===== src/pkg/gpio_port_map.svh =====
`ifndef GPIO_PORT_MAP_SVH
`define GPIO_PORT_MAP_SVH

// Register byte offsets on the 8-bit register port
`define REG_DIR_G0        8'h60
`define REG_DIR_G1        8'h61
`define REG_DATA_G0       8'h62
`define REG_DATA_G1       8'h63
`define REG_PULL_G0       8'h64
`define REG_PULL_G1       8'h65
`define REG_SCHMITT_G1    8'h67
`define REG_DIR_G2        8'h68
`define REG_DATA_G2       8'h6A
`define REG_PULL_G2       8'h6C
`define REG_SCHMITT_G2    8'h6E
`define REG_TIMER_PIN     8'h70
`define REG_OSC_PIN       8'h71

// Reset values
`define RST_DIR           8'h00
`define RST_DATA          8'hFF
`define RST_PULL          8'hFF
`define RST_SCHMITT       8'h00
`define RST_TIMER_PIN     6'h00
`define RST_OSC_EN        1'h0
`define RST_OSC_SEL       3'h0

// Field positions in the timer pin register
`define TPIN_TIMER_LSB    0
`define TPIN_TIMER_MSB    3
`define TPIN_INV_LSB      4
`define TPIN_INV_MSB      5

// Field positions in the oscillator pin register
`define OPIN_EN_BIT       3
`define OPIN_SEL_LSB      4
`define OPIN_SEL_MSB      6

// Pin indices of the special outputs and the serial nibbles
`define PIN_SPECIAL0      12
`define PIN_SPECIAL1      13
`define PIN_SPECIAL2      14
`define PIN_SPECIAL3      15
`define PIN_SERIAL0_LSB   8
`define PIN_SERIAL1_LSB   16

`endif


===== src/pkg/gpio_port_pkg.sv =====
package gpio_port_pkg;

  typedef logic [7:0] port_byte_t;

  // Divided oscillator select codes
  typedef enum logic [2:0] {
    LOW_DIV1  = 3'h0,
    LOW_DIV2  = 3'h1,
    LOW_DIV4  = 3'h2,
    LOW_DIV8  = 3'h3,
    HIGH_DIV1 = 3'h4,
    HIGH_DIV2 = 3'h5,
    HIGH_DIV4 = 3'h6,
    HIGH_DIV8 = 3'h7
  } osc_sel_t;

endpackage


===== src/gpio_port.sv =====
// Behaviour
// RL1 - Twenty-four port bits in three byte groups, each direction set separately.
// RL2 - Writing zero to a direction bit selects input mode.
// RL3 - Input mode releases the driver; the pin floats.
// RL4 - Reading an input bit returns the live pin level.
// RL5 - Data writes in input mode are stored but leave the pin alone.
// RL6 - Writing one to a direction bit selects output mode.
// RL7 - Output mode drives the pin with the stored data bit.
// RL8 - Reading an output bit returns the stored data bit.
// RL9 - Reset clears all direction bits, so every bit starts as input.
// RL10 - Low nibbles of groups one and two may carry serial channels.
// RL11 - Serial output pins leave data and direction bits as plain storage.
// RL12 - Serial input pins leave direction bits as plain storage.
// RL13 - Groups one and two select Schmitt on one, CMOS on zero; reset CMOS.
// RL14 - Pull-up bit one enables pull-up in input mode; zero disables it.
// RL15 - Output mode always disables the pull-up.
// RL16 - Reset sets every pull-up bit to one.
// RL17 - Software sets direction to output before using a special output.
// RL18 - Timer clock enable overrides the pin; clear returns normal output.
// RL19 - Timers zero and one feed special pin zero, two and three pin one.
// RL20 - With both enabled, timer one wins on special pin zero.
// RL21 - With both enabled, timer three wins on special pin one.
// RL22 - Switching a timer clock output glitches at most half a period.
// RL23 - Oscillator enable overrides special pin two with the divided clock.
// RL24 - Three-bit select picks low or high oscillator over 1, 2, 4, 8.
// RL25 - Switching the divided clock output glitches at most half a cycle.
// RL26 - Inverted timer two or three drives special pin three; three wins.
// RL27 - Switching the inverted output glitches at most half a cycle.
// RL28 - Reset sets every data bit to one.
//
// Design decisions made here: the plain strobed port and the address map.
`timescale 1ns/10ps
`default_nettype none

`include "gpio_port_map.svh"

module gpio_port #(
  parameter int GROUPS = 3
) (
  input  wire logic                    i_clk,
  input  wire logic                    i_rst,
  input  wire logic [7:0]              i_addr,
  input  wire logic [7:0]              i_wdata,
  input  wire logic                    i_wr,
  input  wire logic                    i_rd,
  output logic      [7:0]              o_rdata,
  input  wire logic [GROUPS*8-1:0]     i_pin,
  output logic      [GROUPS*8-1:0]     o_pin_out,
  output logic      [GROUPS*8-1:0]     o_pin_oe,
  output logic      [GROUPS*8-1:0]     o_pullup_en,
  output logic      [15:0]             o_schmitt_sel,
  input  wire logic [7:0]              i_serial_out_sel,
  input  wire logic [7:0]              i_serial_in_sel,
  input  wire logic [7:0]              i_serial_out,
  output logic      [7:0]              o_serial_in,
  input  wire logic [3:0]              i_timer_clk,
  input  wire logic                    i_low_osc_clk,
  input  wire logic                    i_high_osc_clk
);

  localparam int NBITS = GROUPS * 8;

  ////////////////////////////////////////////////////////////////////////
  // Register storage

  logic [NBITS-1:0] port_direction_bit;
  logic [NBITS-1:0] port_data_bit;
  logic [NBITS-1:0] port_pullup_enable_bit;
  logic [15:0]      port_schmitt_select_bit;
  logic [3:0]       timer_clock_pin_enable;
  logic [1:0]       inverted_timer_pin_enable;
  logic             osc_divider_pin_enable;
  gpio_port_pkg::osc_sel_t osc_divider_freq_select;

  logic             divided_oscillator_signal;

  ////////////////////////////////////////////////////////////////////////
  // Direction bits

  always_ff @(posedge i_clk or posedge i_rst) begin
    if (i_rst) begin
      port_direction_bit <= {GROUPS{`RST_DIR}}; // RL9
    end else if (i_wr) begin
      case (i_addr)
        `REG_DIR_G0: port_direction_bit[7:0]   <= i_wdata; // RL2 RL6
        `REG_DIR_G1: port_direction_bit[15:8]  <= i_wdata; // RL2 RL6
        `REG_DIR_G2: port_direction_bit[23:16] <= i_wdata; // RL2 RL6
        default: begin
        end
      endcase
    end
  end

  ////////////////////////////////////////////////////////////////////////
  // Data bits, stored whatever the pin mode

  always_ff @(posedge i_clk or posedge i_rst) begin
    if (i_rst) begin
      port_data_bit <= {GROUPS{`RST_DATA}}; // RL28
    end else if (i_wr) begin
      case (i_addr)
        `REG_DATA_G0: port_data_bit[7:0]   <= i_wdata; // RL5
        `REG_DATA_G1: port_data_bit[15:8]  <= i_wdata; // RL5
        `REG_DATA_G2: port_data_bit[23:16] <= i_wdata; // RL5
        default: begin
        end
      endcase
    end
  end

  ////////////////////////////////////////////////////////////////////////
  // Pull-up bits

  always_ff @(posedge i_clk or posedge i_rst) begin
    if (i_rst) begin
      port_pullup_enable_bit <= {GROUPS{`RST_PULL}}; // RL16
    end else if (i_wr) begin
      case (i_addr)
        `REG_PULL_G0: port_pullup_enable_bit[7:0]   <= i_wdata;
        `REG_PULL_G1: port_pullup_enable_bit[15:8]  <= i_wdata;
        `REG_PULL_G2: port_pullup_enable_bit[23:16] <= i_wdata;
        default: begin
        end
      endcase
    end
  end

  ////////////////////////////////////////////////////////////////////////
  // Input level select, groups one and two only

  always_ff @(posedge i_clk or posedge i_rst) begin
    if (i_rst) begin
      port_schmitt_select_bit <= {2{`RST_SCHMITT}}; // RL13
    end else if (i_wr) begin
      case (i_addr)
        `REG_SCHMITT_G1: port_schmitt_select_bit[7:0]  <= i_wdata; // RL13
        `REG_SCHMITT_G2: port_schmitt_select_bit[15:8] <= i_wdata; // RL13
        default: begin
        end
      endcase
    end
  end

  ////////////////////////////////////////////////////////////////////////
  // Special output controls

  // Both enable fields share one byte; each keeps its own flip-flops
  always_ff @(posedge i_clk or posedge i_rst) begin
    if (i_rst) begin
      timer_clock_pin_enable <= 4'(`RST_TIMER_PIN);
    end else if (i_wr && i_addr == `REG_TIMER_PIN) begin
      timer_clock_pin_enable <=
        i_wdata[`TPIN_TIMER_MSB:`TPIN_TIMER_LSB]; // RL18
    end
  end

  always_ff @(posedge i_clk or posedge i_rst) begin
    if (i_rst) begin
      inverted_timer_pin_enable <= 2'(`RST_TIMER_PIN >> `TPIN_INV_LSB);
    end else if (i_wr && i_addr == `REG_TIMER_PIN) begin
      inverted_timer_pin_enable <=
        i_wdata[`TPIN_INV_MSB:`TPIN_INV_LSB]; // RL26
    end
  end

  always_ff @(posedge i_clk or posedge i_rst) begin
    if (i_rst) begin
      osc_divider_pin_enable  <= `RST_OSC_EN;
      osc_divider_freq_select <= gpio_port_pkg::osc_sel_t'(`RST_OSC_SEL);
    end else if (i_wr && i_addr == `REG_OSC_PIN) begin
      osc_divider_pin_enable  <= i_wdata[`OPIN_EN_BIT];
      osc_divider_freq_select <= gpio_port_pkg::osc_sel_t'(
        i_wdata[`OPIN_SEL_MSB:`OPIN_SEL_LSB]);
    end
  end

  ////////////////////////////////////////////////////////////////////////
  // Divided oscillator clock

  osc_divider u_osc_divider (
    .i_clk          (i_clk),
    .i_rst          (i_rst),
    .i_low_osc_clk  (i_low_osc_clk),
    .i_high_osc_clk (i_high_osc_clk),
    .i_sel          (osc_divider_freq_select),
    .o_div_clk      (divided_oscillator_signal)
  );

  ////////////////////////////////////////////////////////////////////////
  // Special pin sources; the later timer of each pair takes priority

  logic special0_clk;
  logic special1_clk;
  logic special3_clk;

  always_comb begin
    special0_clk = timer_clock_pin_enable[1] ? i_timer_clk[1] // RL20
                                             : i_timer_clk[0]; // RL19
    special1_clk = timer_clock_pin_enable[3] ? i_timer_clk[3] // RL21
                                             : i_timer_clk[2]; // RL19
    special3_clk = inverted_timer_pin_enable[1] ? !i_timer_clk[3]
                                                : !i_timer_clk[2]; // RL26
  end

  ////////////////////////////////////////////////////////////////////////
  // Per-pin output selection

  logic [NBITS-1:0] special_on;
  logic [NBITS-1:0] special_val;
  logic [NBITS-1:0] ser_out_on;
  logic [NBITS-1:0] ser_in_on;
  logic [NBITS-1:0] ser_val;
  logic [NBITS-1:0] next_pin_out;
  logic [NBITS-1:0] next_pin_oe;

  always_comb begin
    special_on  = '0;
    special_val = '0;
    ser_out_on  = '0;
    ser_in_on   = '0;
    ser_val     = '0;
    special_on[`PIN_SPECIAL0]  = |timer_clock_pin_enable[1:0]; // RL18
    special_val[`PIN_SPECIAL0] = special0_clk;
    special_on[`PIN_SPECIAL1]  = |timer_clock_pin_enable[3:2]; // RL18
    special_val[`PIN_SPECIAL1] = special1_clk;
    special_on[`PIN_SPECIAL2]  = osc_divider_pin_enable; // RL23
    special_val[`PIN_SPECIAL2] = divided_oscillator_signal;
    special_on[`PIN_SPECIAL3]  = |inverted_timer_pin_enable; // RL26
    special_val[`PIN_SPECIAL3] = special3_clk;
    ser_out_on[`PIN_SERIAL0_LSB +: 4] = i_serial_out_sel[3:0]; // RL10
    ser_out_on[`PIN_SERIAL1_LSB +: 4] = i_serial_out_sel[7:4]; // RL10
    ser_in_on[`PIN_SERIAL0_LSB +: 4]  = i_serial_in_sel[3:0];
    ser_in_on[`PIN_SERIAL1_LSB +: 4]  = i_serial_in_sel[7:4];
    ser_val[`PIN_SERIAL0_LSB +: 4]    = i_serial_out[3:0];
    ser_val[`PIN_SERIAL1_LSB +: 4]    = i_serial_out[7:4];
  end

  // Software is expected to set the direction bit before enabling a
  // special output; the override itself drives the pin regardless.
  genvar g;
  generate
    for (g = 0; g < NBITS; g++) begin : g_pin
      always_comb begin
        if (special_on[g]) begin
          next_pin_out[g] = special_val[g]; // RL18 RL17
          next_pin_oe[g]  = 1'h1;
        end else if (ser_out_on[g]) begin
          next_pin_out[g] = ser_val[g]; // RL11
          next_pin_oe[g]  = 1'h1;
        end else if (ser_in_on[g]) begin
          next_pin_out[g] = 1'h0; // RL12
          next_pin_oe[g]  = 1'h0;
        end else begin
          next_pin_out[g] = port_data_bit[g]; // RL7
          next_pin_oe[g]  = port_direction_bit[g]; // RL1 RL3
        end
      end
    end
  endgenerate

  ////////////////////////////////////////////////////////////////////////
  // Pin outputs

  // Enables and clocks are both sampled on i_clk, so switching a special
  // output on or off can cut a clock level short to a single i_clk cycle.
  always_ff @(posedge i_clk or posedge i_rst) begin
    if (i_rst) begin
      o_pin_out <= '0;
    end else begin
      o_pin_out <= next_pin_out; // RL22 RL25 RL27
    end
  end

  // The enable moves in the same cycle as the value, so a pin never
  // drives a stale level for a cycle when an override switches.
  always_ff @(posedge i_clk or posedge i_rst) begin
    if (i_rst) begin
      o_pin_oe <= '0;
    end else begin
      o_pin_oe <= next_pin_oe; // RL3
    end
  end

  always_ff @(posedge i_clk or posedge i_rst) begin
    if (i_rst) begin
      o_pullup_en <= '0;
    end else begin
      o_pullup_en <= port_pullup_enable_bit & ~next_pin_oe; // RL14 RL15
    end
  end

  always_ff @(posedge i_clk or posedge i_rst) begin
    if (i_rst) begin
      o_schmitt_sel <= '0;
    end else begin
      o_schmitt_sel <= port_schmitt_select_bit; // RL13
    end
  end

  always_ff @(posedge i_clk or posedge i_rst) begin
    if (i_rst) begin
      o_serial_in <= '0;
    end else begin
      o_serial_in <= {i_pin[`PIN_SERIAL1_LSB +: 4],
                      i_pin[`PIN_SERIAL0_LSB +: 4]};
    end
  end

  ////////////////////////////////////////////////////////////////////////
  // Register read

  // Port reads follow the plain direction bit, not overrides.
  logic [NBITS-1:0] port_view;

  assign port_view = (port_direction_bit & port_data_bit) // RL8
                   | (~port_direction_bit & i_pin); // RL4

  always_ff @(posedge i_clk or posedge i_rst) begin
    if (i_rst) begin
      o_rdata <= 8'h00;
    end else if (i_rd) begin
      case (i_addr)
        `REG_DIR_G0:     o_rdata <= port_direction_bit[7:0];
        `REG_DIR_G1:     o_rdata <= port_direction_bit[15:8];
        `REG_DIR_G2:     o_rdata <= port_direction_bit[23:16];
        `REG_DATA_G0:    o_rdata <= port_view[7:0];
        `REG_DATA_G1:    o_rdata <= port_view[15:8];
        `REG_DATA_G2:    o_rdata <= port_view[23:16];
        `REG_PULL_G0:    o_rdata <= port_pullup_enable_bit[7:0];
        `REG_PULL_G1:    o_rdata <= port_pullup_enable_bit[15:8];
        `REG_PULL_G2:    o_rdata <= port_pullup_enable_bit[23:16];
        `REG_SCHMITT_G1: o_rdata <= port_schmitt_select_bit[7:0];
        `REG_SCHMITT_G2: o_rdata <= port_schmitt_select_bit[15:8];
        `REG_TIMER_PIN:  o_rdata <= {2'h0, inverted_timer_pin_enable,
                                     timer_clock_pin_enable};
        `REG_OSC_PIN:    o_rdata <= {1'h0, osc_divider_freq_select,
                                     osc_divider_pin_enable, 3'h0};
        default:         o_rdata <= 8'h00;
      endcase
    end else begin
      o_rdata <= 8'h00;
    end
  end

endmodule // gpio_port

`default_nettype wire


===== src/osc_divider.sv =====
`timescale 1ns/10ps
`default_nettype none

`include "gpio_port_map.svh"

module osc_divider (
  input  wire logic                  i_clk,
  input  wire logic                  i_rst,
  input  wire logic                  i_low_osc_clk,
  input  wire logic                  i_high_osc_clk,
  input  wire gpio_port_pkg::osc_sel_t i_sel,
  output logic                       o_div_clk
);

  logic       low_prev;
  logic       high_prev;
  logic [2:0] low_cnt;
  logic [2:0] high_cnt;
  logic       src;
  logic [2:0] cnt;
  logic       next_div;

  always_ff @(posedge i_clk or posedge i_rst) begin
    if (i_rst) begin
      low_prev  <= 1'h0;
      high_prev <= 1'h0;
      low_cnt   <= 3'h0;
      high_cnt  <= 3'h0;
    end else begin
      low_prev  <= i_low_osc_clk;
      high_prev <= i_high_osc_clk;
      if (i_low_osc_clk && !low_prev) begin
        low_cnt <= low_cnt + 3'h1;
      end
      if (i_high_osc_clk && !high_prev) begin
        high_cnt <= high_cnt + 3'h1;
      end
    end
  end

  // Bit n of a rising-edge counter runs at the source rate over 2^(n+1)
  always_comb begin
    src = i_sel[2] ? i_high_osc_clk : i_low_osc_clk;
    cnt = i_sel[2] ? high_cnt : low_cnt;
    case (i_sel[1:0])
      2'h0:    next_div = src;
      2'h1:    next_div = cnt[0];
      2'h2:    next_div = cnt[1];
      2'h3:    next_div = cnt[2];
      default: next_div = src;
    endcase
  end

  always_ff @(posedge i_clk or posedge i_rst) begin
    if (i_rst) begin
      o_div_clk <= 1'h0;
    end else begin
      o_div_clk <= next_div; // RL24
    end
  end

endmodule // osc_divider

`default_nettype wire


===== config.mk =====
export PLATFORM = sky130hd
export DESIGN_NAME = gpio_port
export DESIGN_NICKNAME = d
export VERILOG_FILES = /design/src/pkg/gpio_port_pkg.sv /design/src/gpio_port.sv /design/src/osc_divider.sv
export VERILOG_INCLUDE_DIRS = /design/src /design/src/pkg
export SDC_FILE = /design/constraint.sdc
export NUM_CORES = 1
export LEC_CHECK = 0
export ABC_CLOCK_PERIOD_IN_PS = 12400
export BUFFER_PORTS_ARGS = -buffer_cell sky130_fd_sc_hd__buf_2
export CORE_MARGIN = 3
export CORE_UTILIZATION = 59
export CTS_CLUSTER_SIZE = 24
export DETAILED_ROUTE_END_ITERATION = 10
export GPL_TIMING_DRIVEN = 1
export PLACE_DENSITY = 0.88
export SYNTH_ARGS = -nofsm -noshare
export SYNTH_HDL_FRONTEND = slang
export SYNTH_HIERARCHICAL = 1
export SYNTH_SLANG_ARGS = --single-unit
export TNS_END_PERCENT = 10

===== constraint.sdc =====
create_clock -name i_clk -period 12.4 [get_ports i_clk]
set_clock_uncertainty 0.15 [all_clocks]
set_input_delay 1.86 -clock i_clk [delete_from_list [all_inputs] [get_ports i_clk]]
set_output_delay 1.86 -clock i_clk [all_outputs]
set_load 0.05 [all_outputs]

After elaboration in Yosys (flattened, before gate mapping). Index checks and enable logic that the tools add are counted. Widths: inputs -> output; s select.

Muxes and demuxes: 48. Reduce and logical (&&, ||, !) cells: 23. Bitwise logic cells: 6. Equal/unequal tests: 16. $add $sub $neg: 2.

Operators by type and width (count): $eq 8x7->1 const B (13); $pmux 8 s13 (1); $and 24x24->24 (3); $not 24->24 (2); $mux 1 (44); $or 24x24->24 (1); $reduce_and 2->1 (11); $mux 8 (1); $add 3x1->3 const B (2); $reduce_or 2->1 (3); $eq 2x2->1 const B (2); $logic_and 1x1->1 (4); $logic_not 1->1 (4); $pmux 1 s4 (1); $mux 3 (1); $eq 2x1->1 const B (1); $logic_not 2->1 (1).

Output and inout bits: 104. Word-level logic and storage cells: 121. Register bits: 211.

Depth between registers and ports, before layout. Gate-level depths: netlist (run 1).

Word-level depth: 5. Gate-level depth with buffers: 7.

Hierarchy. The synthesis (run 1) kept the hierarchy.

By module, submodules not included: gpio_port (area each 8150.3 um^2, cells each 608, sequential area each 5114.9 um^2, times used 1); osc_divider (area each 402.9 um^2, cells each 25, sequential area each 225.2 um^2, times used 1).

Worst setup path after synthesis (run 1). OpenSTA, ideal clock, no wires.

Path kind: input -> register. Start point: input i_addr[0]. End point: register port_pullup_enable_bit[20]. Buffers on the path: 2. Library setup time: 0.085 ns. Arrival: 3.207 ns. Setup slack: 8.958 ns. Stages on the path: 6. Data required time: 12.165 ns. Cells stage by stage: buf_4 > nor4b_4 > and2_4 > and3_4 > buf_6 > mux2_1.

Longest elaborated chain between the ends: 2.

Ends and longest elaborated chain: start, declared (RTL line gpio_port.sv:42) `input wire logic [7:0] i_addr,`; $eq 8x7->1 (RTL line gpio_port.sv:118) `case (i_addr)`; $reduce_and 2->1 (no source line); end signal, assigned (RTL line gpio_port.sv:116) `` port_pullup_enable_bit <= {GROUPS{`RST_PULL}}; ``; end signal, assigned (RTL line gpio_port.sv:121) `` `REG_PULL_G2: port_pullup_enable_bit[23:16] <= i_wdata; ``; end, declared (RTL line gpio_port.sv:68) `logic [NBITS-1:0] port_pullup_enable_bit;`.

No other way between the ends. A chain may end at the register's enable or synchronous reset.

Worst setup path after layout (run 1).
Start point: input i_addr[1]. End point: register port_data_bit[18].

Longest elaborated chain between the ends: 2.

Ends and longest elaborated chain: $eq 8x7->1 (RTL line gpio_port.sv:101) `case (i_addr)`; $reduce_and 2->1 (no source line); end signal, assigned (RTL line gpio_port.sv:99) `` port_data_bit <= {GROUPS{`RST_DATA}}; ``; end signal, assigned (RTL line gpio_port.sv:104) `` `REG_DATA_G2: port_data_bit[23:16] <= i_wdata; ``; end, declared (RTL line gpio_port.sv:67) `logic [NBITS-1:0] port_data_bit;`.

No other way between the ends.

==> results.ini, run 1 <==
[synthesis]
synthFlopType=dfrtp_1
synth_xor_xnor_area_share_pct=0.4096
synthCells=633
avgSynthCellArea_um2=13.51
muxShareOfSynthArea_pct=16.90
synth_fa_ha_area_share_pct=0.2926
synth_compound_area_share_pct=7.285
yosys-top-cells-area=dfrtp_1, dfstp_2, mux2_2, mux2i_1, nand2_1
ys_warn_count=6
synth_top_area_share_pct=47.69
ys_ff_latch=211
synth_common_cells=dfrtp_1, mux2_2, dfstp_2, nand2_1, o21ai_0
synthMostInstantiatedCell=dfrtp_1
netlist_area_um2=8553
synth_top_family_by_area=multiplexers
synth_nets=709
synth-edff-count=0
seq_area_frac_synth_pct=62.43
async_reset_ff_share_pct=100.0
yosysTopAreaCell=dfrtp_1
synthSimpleGateAreaFrac_pct=9.947
ys_types=61

[finish]
antenna_cells=0
drive_gt1_share_pct=46.65
area_growth_pct=19.91
nFillCells=928
fin_nets=884
fin_util_pct=73.04
finalNonFillerCells=1001

[timing]
setup_tns_ns=0
finalSetupViolations=0
finalHoldViolCount=0
relSlewSlack_pct=34.13
min_period_ns=3.613
period_share_pct=29.13
fmax_mhz=276.8
worstMarginPinSlew_ns=0.9880
rsz0062_at_grt=false
drv_slew=0

[routing]
via_per_inst=5.988
ant_nets=0
drc=0
wirelength_um=21960
wire_per_inst_um=21.94
firstDrtPassIters=5
routed-via-count=5994
first_iter_violations=636

[worst_setup_path]
crit_fanout=32
ff2ff_setup_slack_ns=10.53
end_kind=register
slowest_stage=buf_2
critPathKind=input pin to register
critPathRequiredTime_ns=12.66
cp-start-kind=input pin
worstPathCellList=buf_2, and4bb_4, and2_1, nand2_2, mux2_2
crit_path_max_incr_delay_ns=0.53
rr_worst_depth=5
reg2reg_to=o_rdata[6]$_DFF_PP0_
reg2reg_from=port_data_bit[14]$_DFFE_PP1P_
cp_data_arrival_time_ns=3.87

[hold_path]
whs_endpoint=o_pin_out[23]$_DFF_PP0_
hp-start=port_data_bit[23]$_DFFE_PP1P_
hold_path.class=register to register
min_path_cells=0

[die]
initial_core_util_pct=60.91
die_area_um2=15980
dieWidth_um=126.4
rows=43
io_pins=178
die_y_um=126.4
coreArea_um2=14040

[cts]
htreeDepth=1
cts_tree=done
cts_root_buf=clkbuf_16
worstSkewPairLatency_ns=0.48
cts_buffer_depth=3
cts_made_buffers=21
cts_setup_buffers=0
cts_hold_buf=0
post_cts_resized=0
clk_pin_slew_ns=0.06
cts.sinks=211

[global_route]
grt_pass1_vias=6246
grt-ovfl-total=0
grt_max_degree=143
grt_pass1_wl_um=34790
antenna_found_initial=0
grt_usage_pct=27.51

[placement]
place_inst=965
io_buffer_count=177
dp_hpwl_um=15400
globalplace.congestion=0.9313

[power]
irDropWorstVdd_mv=0.1162
power.total_mw=1.614
leakage_nw=5.136
power.density_nw_per_um2=157.3

[flow_run]
maxCapViolCount=0

[status]
outcome=complete, no violations

## registers in the layout (all words and copies together), names as in the netlist
signal,cells
o_schmitt_sel,16
port_direction_bit,24
osc_divider_pin_enable,1
port_schmitt_select_bit,16
port_pullup_enable_bit,24
port_data_bit,24
timer_clock_pin_enable,4
u_osc_divider/high_cnt,3
u_osc_divider/high_prev,1
u_osc_divider/low_cnt,3
inverted_timer_pin_enable,2
o_pullup_en,24
o_serial_in,8
o_rdata,8
o_pin_out,24
u_osc_divider/low_prev,1
o_pin_oe,24
osc_divider_freq_select,3
u_osc_divider/o_div_clk,1
## layout make-up
class	instances	area, µm²	share of cell area (%)
multi-input cells	370	2979	29.05
flip-flops and latches	211	5340	52.07
inverters	26	105.1	1.025
clock buffers	31	613.1	5.978
clock inverters	5	100.1	0.9760
well taps	180	225.2	2.196
repair buffers	178	893.4	8.710
## kinds of logic (layout without fill, tap and decap cells)
kind of cell               after synthesis  count (layout)
adders and majority gates                2               2
and+or+nand+nor                        142             142
xor gates and xnor gates                 4               4
muxes                                  128             128
buffers and inverters                   52             240
DFF                                    211             211
AOI/OAI and AO/OA                       94              94
## stage by stage
step                cell area [µm²]  setup slack, ns  hold slack [ns]
floorplan                      8553            4.959           0.2185
global placement               9543            8.414           0.2403
detailed placement             9543            8.338           0.2462
CTS                           10260            8.845           0.2568
global route                  10260            8.671           0.2647
finish                        10260            8.787           0.2611
## worst max-delay path: cells and delay by family
family                 cells  cell delay, ns
multiplexers               1            0.35
buffers and inverters      1            0.53
AND/OR/NAND/NOR            3            1.12
## how the worst max path moves through the flow
stage / from / end / slack, ns / cells past startpoint
floorplan: i_rst / inverted_timer_pin_enable[0]$_DFFE_PP0P_ / 4.96 / 1
global route: i_addr[2] / o_rdata[5]$_DFF_PP0_ / 8.67 / 6
CTS: i_addr[1] / port_data_bit[18]$_DFFE_PP1P_ / 8.84 / 5
detailed placement: i_addr[1] / port_data_bit[18]$_DFFE_PP1P_ / 8.34 / 5
global placement: i_addr[1] / port_data_bit[21]$_DFFE_PP1P_ / 8.41 / 5
finish: i_addr[1] / port_data_bit[18]$_DFFE_PP1P_ / 8.79 / 5
## metal layers
metal / vias up / wire length (µm) / track usage, %
met5: - / 0 / 0
met2: 325 / 10790 / 45.45
li1: 2600 / - / -
met3: 46 / 2080 / 5.389
met1: 3023 / 8586 / 38.08
met4: 0 / 509 / 6.877
## cells in the final DEF (no fill, tap or decap), drive strengths merged, types with 4 or more instances in the layout
cell type	n
inv	26
nand2	50
a221oi	4
or3	4
clkbuf	31
o21ai	33
mux2	105
nor3	9
a32o	4
buf	178
mux2i	21
and2	4
nand3	12
xnor2	4
dfstp	48
a41oi	5
a21oi	10
nor2b	15
dfrtp	163
a22oi	9
nand4	4
a31oi	6
nand3b	4
nor2	26
a21o	8
## power breakdown
| group | switching [mW] | leakage [nW] | internal, mW |
|---|---|---|---|
| registers | 0.0316 | 2.68 | 0.738 |
| clock network | 0.251 | 0.351 | 0.403 |
| logic | 0.130 | 2.11 | 0.0602 |
Power figures use the tool's default switching activity.
==> inputs of run 2 (changes only) <==
--- a/config.mk
+++ b/config.mk
@@ -6,14 +6,14 @@
 export SDC_FILE = /design/constraint.sdc
 export NUM_CORES = 1
 export LEC_CHECK = 0
-export ABC_CLOCK_PERIOD_IN_PS = 12400
+export ABC_CLOCK_PERIOD_IN_PS = 3060
 export BUFFER_PORTS_ARGS = -buffer_cell sky130_fd_sc_hd__buf_2
 export CORE_MARGIN = 3
-export CORE_UTILIZATION = 59
+export CORE_UTILIZATION = 49
 export CTS_CLUSTER_SIZE = 24
 export DETAILED_ROUTE_END_ITERATION = 10
 export GPL_TIMING_DRIVEN = 1
-export PLACE_DENSITY = 0.88
+export PLACE_DENSITY = 0.79
 export SYNTH_ARGS = -nofsm -noshare
 export SYNTH_HDL_FRONTEND = slang
 export SYNTH_HIERARCHICAL = 1
==> constraint.sdc (replaced) <==
create_clock -name i_clk -period 3.06 [get_ports i_clk]
set_clock_uncertainty 0.15 [all_clocks]
set_input_delay 0.459 -clock i_clk [delete_from_list [all_inputs] [get_ports i_clk]]
set_output_delay 0.459 -clock i_clk [all_outputs]
set_load 0.05 [all_outputs]
==> results.ini, run 2 (same netlist as run 1, synthesis figures left out) <==
[cts]
cts.sinks=211
cts_buffer_depth=3
cts_made_buffers=22
clk_pin_slew_ns=0.06
post_cts_resized=0
cts_root_buf=clkbuf_16
htreeDepth=1
cts_tree=done
worstSkewPairLatency_ns=0.50
cts_setup_buffers=0

[timing]
fmax_mhz=481.3
finalSetupViolations=0
worst_slack_ns=0.9824
worstMarginPinSlew_ns=0.5708
drv_slew=0
rsz0062_at_grt=false
holdWs_ns=0.02122
finalHoldViolCount=0
period_share_pct=67.90
min_period_ns=2.078
relSlewSlack_pct=61.95

[worst_setup_path]
cp_data_arrival_time_ns=2.35
critPathRequiredTime_ns=3.33
end_kind=register
crit_fanout=21
critPathKind=input pin to register
cp-start-kind=input pin

[hold_path]
hold_path.class=input pin to register

[routing]
wire_per_inst_um=20.51
ant_nets=0
routed-via-count=5854
first_iter_violations=506
firstDrtPassIters=5
via_per_inst=5.523
drc=0
wirelength_um=21740

[die]
rows=47
die_y_um=138.1
coreArea_um2=16820
dieWidth_um=138.1
die_area_um2=19080
initial_core_util_pct=50.86
io_pins=178

[placement]
dp_hpwl_um=15270
place_area_um2=9644
pre_cts_slack_ns=0.5341
globalplace.congestion=0.9436
io_buffer_count=177

[global_route]
antenna_found_initial=0
grt_usage_pct=22.62
grt_pass1_wl_um=34740
grt_max_degree=102
grt_pass1_vias=6041
grt-ovfl-total=0

[finish]
antenna_cells=0
area_growth_pct=22.70
final_common_cell=buf_2
fin_nets=901
fin_area_um2=10500
final_cell_mix=buf_2, dfrtp_1, mux2_2
drive_gt1_share_pct=46.55

[power]
switching_share_pct=25.84
pwr-share-comb_pct=11.9
power_switching_mw=1.689
power.total_mw=6.538
power_frac_seq_pct=47.6
power.internal_mw=4.848
p_clk_share_pct=40.5
irDropWorstVdd_mv=0.3939
power.density_nw_per_um2=622.9
leakage_nw=5.218

[flow_run]
maxCapViolCount=0

[status]
outcome=complete, no violations

-- run 2: layout make-up --
class / count / area, µm²
Multi-Input combinational cell: 370 / 2979
Clock buffer: 33 / 673.1
Fill cell: 1301 / 6324
Timing Repair Buffer: 194 / 1069
Sequential cell: 211 / 5340
Tap cell: 220 / 275.3
Clock inverter: 6 / 57.56
Inverter: 26 / 101.3
-- run 2: what timing repair did --
| item | in CTS | in global routing |
|---|---|---|
| endpoints found under the setup margin | 0 | 0 |
| endpoints found under the hold margin | 20 | 0 |
| hold buffers | 12 | 0 |
-- run 2: layer usage --
layer	share of wire (%)	global-route usage, %	vias up
met5	0	0	-
met4	2.4	4.992	0
li1	-	-	2625
met1	43	32.22	2919
met3	8.0	4.938	38
met2	47	36.15	272
-- run 2: power by group through the flow --
stage | sequential (mW) | clock, mW | combinational [mW]
after CTS | 3.11 | 2.70 | 0.782
after detailed placement | 3.16 | 0 | 0.768
after global routing | 3.14 | 2.82 | 0.832
final | 3.11 | 2.65 | 0.775
after global placement | 3.15 | 0 | 0.751
after floorplan | 3.36 | 0 | 0.305
-- run 2: worst paths after layout --
kind / startpoint / endpoint / slack (ns) / depth (start not counted)
setup / recovery: i_addr[3] / port_data_bit[23]$_DFFE_PP1P_ / 0.98 / 5
hold / removal: i_serial_out[6] / o_pin_out[18]$_DFF_PP0_ / 0.02 / 3
setup reg to reg: port_data_bit[14]$_DFFE_PP1P_ / o_rdata[6]$_DFF_PP0_ / 1.22 / 5
hold reg to reg: port_schmitt_select_bit[4]$_DFFE_PP0P_ / o_schmitt_sel[4]$_DFF_PP0_ / 0.25 / 0
max in group asynchronous: i_rst / port_data_bit[17]$_DFFE_PP1P_ / 1.77 / 4
min in group asynchronous: i_rst / u_osc_divider/low_cnt[1]$_DFFE_PP0P_ / 0.36 / 3
-- run 2: stage by stage --
stage / utilization (%) / setup TNS [ns] / std cells
floorplan: - / -19.42 / 633
global placement: 57.34 / 0 / 1009
detailed placement: 57.34 / 0 / 1009
CTS: 62.40 / 0 / 1060
global route: 62.40 / 0 / 1060
finish: 62.40 / 0 / 1060
-- run 2: worst max-delay path, cell delays in order --
cell,delay [ns]
buf_2,0.44
and4bb_4,0.36
and2_1,0.45
nand2_2,0.27
mux2_2,0.34
